--- config.mk ---
export PLATFORM = sky130hd
export DESIGN_NAME = status_flag_logic
export DESIGN_NICKNAME = d
export VERILOG_FILES = /design/src/flag_pkg.sv /design/src/status_flag_logic.sv /design/src/flag_calc.sv
export SDC_FILE = /design/constraint.sdc
export NUM_CORES = 1
export LEC_CHECK = 0
export BUFFER_PORTS_ARGS = -buffer_cell sky130_fd_sc_hd__buf_2
export CELL_PAD_IN_SITES_DETAIL_PLACEMENT = 2
export CELL_PAD_IN_SITES_GLOBAL_PLACEMENT = 2
export CORE_MARGIN = 8
export CORE_UTILIZATION = 33
export CTS_CLUSTER_SIZE = 20
export DETAILED_ROUTE_END_ITERATION = 16
export GPL_TIMING_DRIVEN = 0
export PLACE_DENSITY = 0.86
export SLEW_MARGIN = 20
export SYNTH_ARGS = -nofsm -noshare
export SYNTH_HDL_FRONTEND = slang
export SYNTH_HIERARCHICAL = 1
export SYNTH_SLANG_ARGS = --single-unit
--- constraint.sdc ---
create_clock -name CLK -period 5.8 [get_ports CLK]
set_input_delay 0.29 -clock CLK [delete_from_list [all_inputs] [get_ports CLK]]
set_output_delay 0.29 -clock CLK [all_outputs]
set_load 0.005 [all_outputs]
--- src/flag_pkg.sv ---
package flag_pkg;
  // status byte bit positions
  localparam int CC_HI_BIT = 7;
  localparam int CC_LO_BIT = 6;
  localparam int HALF_CARRY_BIT = 5;
  localparam int BANK_SEL_BIT = 4;
  localparam int WITH_CARRY_BIT = 3;
  localparam int OVERFLOW_BIT = 2;
  localparam int UCMP_BIT = 1;
  localparam int CARRY_BIT = 0;
  localparam logic [7:0] STATUS_RESET = 8'h00;
  // condition code encodings
  localparam logic [1:0] CC_ZERO = 2'h0;
  localparam logic [1:0] CC_POS = 2'h1;
  localparam logic [1:0] CC_NEG = 2'h2;
  // wishbone register offsets
  localparam logic [3:0] OFS_STATUS = 4'h0;
  localparam logic [3:0] OFS_OP = 4'h4;
  localparam logic [3:0] OFS_OPND = 4'h8;
  localparam logic [3:0] OFS_RESULT = 4'hC;
  // operation classes
  typedef enum logic [2:0] {
    OP_LOAD, OP_ADD, OP_SUB, OP_LOGIC, OP_COMPARE, OP_TEST, OP_ROTL, OP_ROTR
  } op_e;
endpackage

--- src/status_flag_logic.sv ---
// How it works
// RULE1: register operations touch only status bits 7, 6, 5, 2, 0.
// RULE2: condition code: zero/equal/all-ones 00, positive/greater 01, negative/less/not-all 10.
// RULE3: half-carry updated by arithmetic and rotate; 1 means carry or no borrow. Rotates update it here only with carry mode (bit 3) set.
// RULE4: overflow on add same-sign operands, sign change; subtract differing signs.
// RULE5: rotate with carry mode sets overflow on plus-to-minus; else leaves it.
// RULE6: carry updated by arithmetic and rotate; 1 carry or no borrow. Rotates update it here only with carry mode (bit 3) set.
// RULE7: test operand is register zero or banked register one to three.
// RULE8: compares change only the condition code.
// RULE9: unsigned-compare bit selects unsigned versus signed compares.
// RULE10: positive is nonzero with msb clear; negative is msb set.
module status_flag_logic
  import flag_pkg::*;
(
  input wire logic CLK,
  input wire logic ARST_N,
  input wire logic EXEC,
  input wire logic [2:0] OP,
  input wire logic [1:0] REG_SEL,
  input wire logic [7:0] OPERAND_A,
  input wire logic [7:0] OPERAND_B,
  input wire logic WB_CYC_I,
  input wire logic WB_STB_I,
  input wire logic WB_WE_I,
  input wire logic [3:0] WB_ADR_I,
  input wire logic [3:0] WB_SEL_I,
  input wire logic [31:0] WB_DAT_I,
  output logic [31:0] WB_DAT_O,
  output logic WB_ACK_O,
  output logic [7:0] LOW_STATUS_WORD,
  output logic [7:0] RESULT,
  output logic [2:0] REG_INDEX
);
  // keeps the bank, mode and compare-select bits out of flag updates
  localparam logic [7:0] FLAG_MASK = 8'hE5;
  logic [7:0] status_q, status_d;
  logic [7:0] result_q, result_d;
  logic [2:0] index_q, index_d;
  logic [2:0] op_q, op_d;
  logic [7:0] opnd_q, opnd_d;
  logic ack_q, ack_d;
  logic [31:0] rdat_q, rdat_d;
  logic [7:0] calc_result, calc_status;
  logic [2:0] act_op;
  logic [7:0] act_b;
  logic run;
  logic wb_req, wb_wr, byte0;

  assign wb_req = WB_CYC_I & WB_STB_I & ~ack_q;
  assign wb_wr = wb_req & WB_WE_I;
  assign byte0 = WB_SEL_I[0];
  // a software op trigger runs through the same path as EXEC
  assign run = EXEC | (wb_wr & byte0 & (WB_ADR_I == OFS_OP));
  assign act_op = EXEC ? OP : WB_DAT_I[2:0];
  assign act_b = EXEC ? OPERAND_B : opnd_q;

  flag_calc u_calc (
    .op(act_op),
    .a(EXEC ? OPERAND_A : result_q),
    .b(act_b),
    .status(status_q),
    .result(calc_result),
    .status_next(calc_status)
  );

  // status, result and bus next-state
  always_comb
  begin
    status_d = status_q;
    result_d = result_q;
    index_d = index_q;
    op_d = op_q;
    opnd_d = opnd_q;
    ack_d = wb_req;
    rdat_d = 32'h0000_0000;
    if (run)
    begin
      op_d = act_op;
      // only bits 7,6,5,2,0 move; compares further limited to cc
      if (op_e'(act_op) == OP_COMPARE)
        status_d = {calc_status[7:6], status_q[5:0]}; // RULE8
      else
        status_d = (calc_status & FLAG_MASK) | (status_q & ~FLAG_MASK); // RULE1
      if (op_e'(act_op) != OP_COMPARE && op_e'(act_op) != OP_TEST)
        result_d = calc_result;
    end
    if (EXEC)
    begin
      // register zero is shared, others come from the selected bank
      if (REG_SEL == 2'h0)
        index_d = 3'h0; // RULE7
      else
        index_d = {1'b0, REG_SEL} + (status_q[BANK_SEL_BIT] ? 3'h3 : 3'h0); // RULE7
    end
    else if (wb_wr && byte0)
    begin
      // software writes may set any bit directly
      if (WB_ADR_I == OFS_STATUS)
        status_d = WB_DAT_I[7:0];
      else if (WB_ADR_I == OFS_OPND)
        opnd_d = WB_DAT_I[7:0];
      else if (WB_ADR_I == OFS_RESULT)
        result_d = WB_DAT_I[7:0];
    end
    if (wb_req && !WB_WE_I)
    begin
      unique case (WB_ADR_I)
        OFS_STATUS: rdat_d = {24'h00_0000, status_q};
        OFS_OP: rdat_d = {29'h0000_0000, op_q};
        OFS_OPND: rdat_d = {24'h00_0000, opnd_q};
        OFS_RESULT: rdat_d = {21'h00_0000, index_q, result_q};
        default: rdat_d = 32'h0000_0000;
      endcase
    end
  end

  // state registers
  always_ff @(posedge CLK or negedge ARST_N)
  begin
    if (!ARST_N)
    begin
      status_q <= STATUS_RESET;
      result_q <= 8'h00;
      index_q <= 3'h0;
      op_q <= 3'h0;
      opnd_q <= 8'h00;
      ack_q <= 1'b0;
      rdat_q <= 32'h0000_0000;
    end
    else
    begin
      status_q <= status_d;
      result_q <= result_d;
      index_q <= index_d;
      op_q <= op_d;
      opnd_q <= opnd_d;
      ack_q <= ack_d;
      rdat_q <= rdat_d;
    end
  end

  assign WB_ACK_O = ack_q;
  assign WB_DAT_O = rdat_q;
  assign LOW_STATUS_WORD = status_q;
  assign RESULT = result_q;
  assign REG_INDEX = index_q;
endmodule

--- src/flag_calc.sv ---
// pure flag computation for one operation
module flag_calc
  import flag_pkg::*;
(
  input wire logic [2:0] op,
  input wire logic [7:0] a,
  input wire logic [7:0] b,
  input wire logic [7:0] status,
  output logic [7:0] result,
  output logic [7:0] status_next
);
  logic [8:0] sum;
  logic [4:0] nib;
  logic a_gt, a_eq;
  logic [1:0] cc;

  // arithmetic, compare and test, all from the same operands
  always_comb
  begin
    status_next = status;
    result = a;
    sum = 9'h000;
    nib = 5'h00;
    cc = CC_ZERO;
    a_eq = (a == b);
    if (status[UCMP_BIT])
      a_gt = a > b; // RULE9
    else
      a_gt = $signed(a) > $signed(b); // RULE9
    unique case (op_e'(op))
      OP_ADD:
      begin
        sum = {1'b0, a} + {1'b0, b} + {8'h00, status[WITH_CARRY_BIT] & status[CARRY_BIT]};
        nib = {1'b0, a[3:0]} + {1'b0, b[3:0]} + {4'h0, status[WITH_CARRY_BIT] & status[CARRY_BIT]};
        result = sum[7:0];
        status_next[CARRY_BIT] = sum[8]; // RULE6
        status_next[HALF_CARRY_BIT] = nib[4]; // RULE3
        status_next[OVERFLOW_BIT] = (a[7] == b[7]) && (sum[7] != a[7]); // RULE4
      end
      OP_SUB:
      begin
        // borrow-in is the inverse carry when chaining
        sum = {1'b0, a} + {1'b0, ~b} + {8'h00, ~(status[WITH_CARRY_BIT] & ~status[CARRY_BIT])};
        nib = {1'b0, a[3:0]} + {1'b0, ~b[3:0]} + {4'h0, ~(status[WITH_CARRY_BIT] & ~status[CARRY_BIT])};
        result = sum[7:0];
        status_next[CARRY_BIT] = sum[8]; // RULE6
        status_next[HALF_CARRY_BIT] = nib[4]; // RULE3
        status_next[OVERFLOW_BIT] = (a[7] != b[7]) && (sum[7] != a[7]); // RULE4
      end
      OP_ROTL, OP_ROTR:
      begin
        if (status[WITH_CARRY_BIT])
        begin
          // rotate through carry; half-carry takes bit 5 of result
          if (op_e'(op) == OP_ROTL)
          begin
            result = {a[6:0], status[CARRY_BIT]};
            status_next[CARRY_BIT] = a[7]; // RULE6
          end
          else
          begin
            result = {status[CARRY_BIT], a[7:1]};
            status_next[CARRY_BIT] = a[0]; // RULE6
          end
          status_next[HALF_CARRY_BIT] = result[5]; // RULE3
          status_next[OVERFLOW_BIT] = ~a[7] & result[7]; // RULE5
        end
        else if (op_e'(op) == OP_ROTL)
          result = {a[6:0], a[7]};
        else
          result = {a[0], a[7:1]};
      end
      OP_LOGIC:
        result = a & b;
      default:
        result = a;
    endcase
    // condition code
    if (op_e'(op) == OP_COMPARE)
      cc = a_eq ? CC_ZERO : (a_gt ? CC_POS : CC_NEG); // RULE8
    else if (op_e'(op) == OP_TEST)
      cc = ((a & b) == b) ? CC_ZERO : CC_NEG; // RULE2
    else if (result == 8'h00)
      cc = CC_ZERO; // RULE2
    else if (result[7])
      cc = CC_NEG; // RULE10
    else
      cc = CC_POS; // RULE10
    status_next[CC_HI_BIT] = cc[1]; // RULE2
    status_next[CC_LO_BIT] = cc[0]; // RULE2
  end
endmodule

-- Word level (Yosys, flattened, before mapping)
Index checks and enable logic that the tools add are counted.
- bits in registers: 63
- input port bits: 67
- output and inout port bits: 52
- logic and storage cells: 106
- $add $sub $neg: 9
- magnitude comparators: 2
- eq/ne operators: 18
- mux-type cells: 40
- bitwise operators: 19
- reduce and logical (&&, ||, !) cells: 11
- operators with widths (operator ; number):
    2-to-1 mux 8 bit ; 19
    one-hot mux 11 bit (4 select lines) ; 1
    one-hot mux 8 bit (4 select lines) ; 1
    adder 8 x 8 -> 9 bit ; 2
    adder 9 x 1 -> 9 bit ; 2
    == test 8 bit ; 2
    greater-than comparator 8 bit ; 2
    2-to-1 mux 2 bit ; 8
    == test 3 bit, second input constant ; 4
    2-to-1 mux 11 bit ; 1
    adder 4 x 4 -> 5 bit ; 2
    adder 5 x 1 -> 5 bit ; 2
    one-hot mux 1 bit (3 select lines) ; 3
    bitwise AND 1 bit ; 8
    bitwise AND 8 bit ; 1
    == test 4 bit, second input constant ; 2
    logical NOT 8 bit ; 1
    NOT 8 bit ; 1
    bitwise OR 8 x 5 -> 8 bit ; 1
    == test 3 x 2 -> 1 bit, second input constant ; 2
    2-to-1 mux 3 bit ; 2
    != test 3 bit, second input constant ; 2
    NOT 1 bit ; 6
    logical AND 1 bit ; 5
    other kinds (13) ; 19

-- Longest topological paths before layout
- depth after elaboration: 17
- gate-level depth with buffers: 16

-- Modules after synthesis
The synthesis kept the hierarchy.
- modules (own cells, without submodules) (module ; instances ; cells each ; area an instance (um2)):
    status_flag_logic ; 1 ; 231 ; 2431.1
    flag_calc ; 1 ; 253 ; 1714.1

-- Worst setup path before layout
OpenSTA, ideal clock, no wires.
- path kind: input port to flip-flop
- from: input port EXEC
- to: register status_q[6] (netlist: LOW_STATUS_WORD[6])
- arrival: 3.417 ns
- slack: 2.261 ns
- stages: 14
- buffers on the path: 2
- cell sequence: buf_1 -> clkbuf_1 -> mux2_2 -> fa_1 -> fa_1 -> nand3_1 -> nand2_1 -> a221oi_1 -> a21oi_1 -> o22ai_1 -> o2111ai_1 -> o32a_1 -> mux2i_1 -> a21oi_1
- longest elaborated chain between the ends: 17
- ends and longest elaborated chain (what ; RTL line ; text):
    start, declared ; status_flag_logic.sv:17 ; input wire logic EXEC,
    parallel branches: the longest is 10 deep, another holds adder 8 x 8 -> 9 bit ; -- ;
    2-to-1 mux 2 bit (*) ; flag_calc.sv:79 ; if (op_e'(op) == OP_COMPARE)
    net calc_status[6] ; status_flag_logic.sv:43 ; logic [7:0] calc_result, calc_status;
    bitwise OR 8 x 5 -> 8 bit ; status_flag_logic.sv:83 ; status_d = (calc_status & FLAG_MASK) | (status_q & ~FLAG_MASK);
    2-to-1 mux 8 bit (*) ; status_flag_logic.sv:80 ; if (op_e'(act_op) == OP_COMPARE)
    2-to-1 mux 8 bit (*) ; status_flag_logic.sv:76 ; if (run)
    2-to-1 mux 8 bit ; status_flag_logic.sv:98 ; if (WB_ADR_I == OFS_STATUS)
    2-to-1 mux 8 bit ; status_flag_logic.sv:95 ; else if (wb_wr && byte0)
    2-to-1 mux 8 bit (*) ; status_flag_logic.sv:87 ; if (EXEC)
    net status_d[6] ; status_flag_logic.sv:36 ; logic [7:0] status_q, status_d;
    end signal, assigned ; status_flag_logic.sv:132 ; status_q <= status_d;
    end, declared ; status_flag_logic.sv:36 ;
Mark *: on every way through the listed nets, which the timed path passes. The select of a mux whose other input is x is not followed.
A chain may end at the register's enable or synchronous reset.

-- Final worst setup path
Same ends and word-level chain as after synthesis.

==> results.md <==
* Grt total ovfl at 0
* WL/cell at approximately 23 µm
* Worst-Margin Slew at 1.16 ns
* Fin. Hold Viols at 0
* Via/cell ratio at about 5.4
* Via count at between 4000 and 5000
* Placer Congestion at 0.900
* Layout area overhead at 18.9%
* Fin crit share at roughly 77%
* Mapped Avg Cell Area at 8.57 µm²
* Drt pass-1 iters at 4
* YS warnings at 6
* Hold/Removal Path Class: in2async
* CTS resizes at 0
* Global-route wire length before repair at 26600 µm
* Status: completed
* Die Ht at ~130 µm
* Pwr/cell area at between 200 and 250 mW/mm²
* Total power at around 1.2 mW
* CP max FO at 10
* Gr usage total at 21.1%
* Max Slew Vio Count at 0
* Post-layout minimum cycle time at about 4.5 ns
* Starting DRC count in detailed routing at roughly 170
* Busiest grt layer: met2
* Skew-Pair Late Insertion Delay at just under 0.3 ns
* Crit path DAT at 4.63 ns
* Final worst setup slack at between 1 and 1.5 ns
* Die area at about 0.016 mm²
* RSZ-0062 raised after global routing: no
* Max-slew headroom at 22.0%
* Mapped cell area at around 0.0041 mm²
* Row cnt at 41
* FF-to-FF path depth at 13
* Worst EP required at between 5 and 6 ns
* GR Util met3 at 2.91%
* GR Util met1 at roughly 22%
* IO Port Bufs at just under 70
* Worst vdd ir at 0.115 mV
* Routed wire length at between 15000 and 20000 µm
* CTS root buf: clkbuf_16
* Longest Clk Path Bufs at 2
* Final #Nets at between 600 and 700
* Crit. End Element: flop
* HPWL Detailed at about 13000 µm
* Post-route setup TNS at 0 ns
* Final setup fails at 0
* Synth Instances at 481
* P_leak at 2.31 nW
* Chip width at 128 µm
* DRC at 0
* Reg-to-Reg End: LOW_STATUS_WORD[6]$_DFF_PN0_
* Core area at around 0.012 mm²
* Vias in the first global route at roughly 4600
* Largest net degree at the start of global routing at 43
* Final core occ at between 30% and 40%
* Initial core utilization at between 30% and 40%
* Num Clock Sinks at 42
* Max cap viols at 0
* IO Count at roughly 120
* Total setup buffers inserted after CTS at 0
* R2R Path Start: LOW_STATUS_WORD[3]$_DFFE_PN0P_
* Met2 Usage GRT at between 40 and 50%
* Pre-CTS WS at about 1.2 ns
* Worst reg2reg setup slack at roughly 2 ns
* Hold-fix buffers at CTS at 0
* Clock buffer count from CTS at 5
* H-tree levels at 2
* Layout Skew at between 0.004 and 0.005 ns
* ANT nets after route at 0
* Initial antenna violation count at 1
* Fmax at 224 MHz
* Critical path launch point type: input pin
* WS Path Type: in2reg
* CTS tree: done
* Share of cells above drive strength 1 at between 20% and 30%
* Clk slew on worst S/H paths at approximately 0.06 ns
## per-layer routing
| layer | routed length [µm] | vias to the layer above |
|---|---|---|
| met5 | 0 | - |
| met4 | 589 | 0 |
| met3 | 758 | 39 |
| met2 | 9260 | 122 |
| met1 | 6600 | 2033 |
| li1 | - | 1885 |
## metrics by stage
step	cell area [µm²]	instances	hold slack (ns)
floorplan	4200	501	-0.00559
global placement	4750	741	0.467
detailed placement	4750	741	0.492
CTS	4900	749	0.180
global route	4900	750	0.223
finish	4900	750	0.145
## worst max path at each step
stage / startpoint / endpoint / slack (ns)
floorplan: EXEC / LOW_STATUS_WORD[6]$_DFF_PN0_ / 2.26
global placement: EXEC / LOW_STATUS_WORD[6]$_DFF_PN0_ / 1.39
detailed placement: EXEC / LOW_STATUS_WORD[6]$_DFF_PN0_ / 1.25
CTS: EXEC / LOW_STATUS_WORD[6]$_DFF_PN0_ / 1.40
global route: EXEC / LOW_STATUS_WORD[6]$_DFF_PN0_ / 1.11
finish: EXEC / LOW_STATUS_WORD[6]$_DFF_PN0_ / 1.33
## placed cells by master (no fill, tap or decap), types with 3 or more instances in the layout
cell	n
dfrtp_1	42
nor2_1	49
nand2_1	34
o21ai_1	8
nor4_1	7
o211ai_1	6
buf_6	7
clkbuf_16	5
nand2b_1	6
o22a_1	5
ha_1	24
buf_4	22
a31oi_1	14
mux2i_1	13
mux2_4	3
clkbuf_1	8
mux2_2	36
nand3_1	12
o21ai_0	27
a22oi_1	6
buf_2	74
o22ai_1	8
fa_1	5
a32oi_1	3
nor2b_1	6
xor2_1	4
and2_1	4
buf_1	3
a21oi_1	27
nor3_1	3
conb_1	21
inv_1	28
## where the power goes
part | internal, mW | leakage (nW) | switching, mW
registers | 0.325 | 0.555 | 0.0461
logic | 0.205 | 1.68 | 0.310
clock network | 0.171 | 0.0739 | 0.118
total | 0.701 | 2.31 | 0.473
## sequential cells by signal, indices dropped and copies added, names as in the netlist
register	flops
RESULT	8
opnd_q	8
WB_ACK_O	1
WB_DAT_O	11
LOW_STATUS_WORD	8
REG_INDEX	3
op_q	3
## critical path: stages
cell and delay, ns:
buf_2 0.14, buf_1 0.40, clkbuf_1 0.57, mux2_2 0.49, fa_1 0.53, fa_1 0.45
nand3_1 0.13, nand2_1 0.08, a221oi_1 0.27, a21oi_1 0.07, o22ai_1 0.30, o2111ai_1 0.19
o32a_1 0.35, mux2i_1 0.23, a21oi_1 0.13
## area by class of cell
cell class                 count  area [µm²]
sequential                    42        1050
clock inverter                 1        5.00
inverter                      30         115
antenna                        1        2.50
clock buffer                   7         143
tap                          172         215
timing repair buffer          68         340
buffer                        45         312
fill                        1438        7510
multi-input combinational    384        2720
Power figures use the tool's default switching activity.
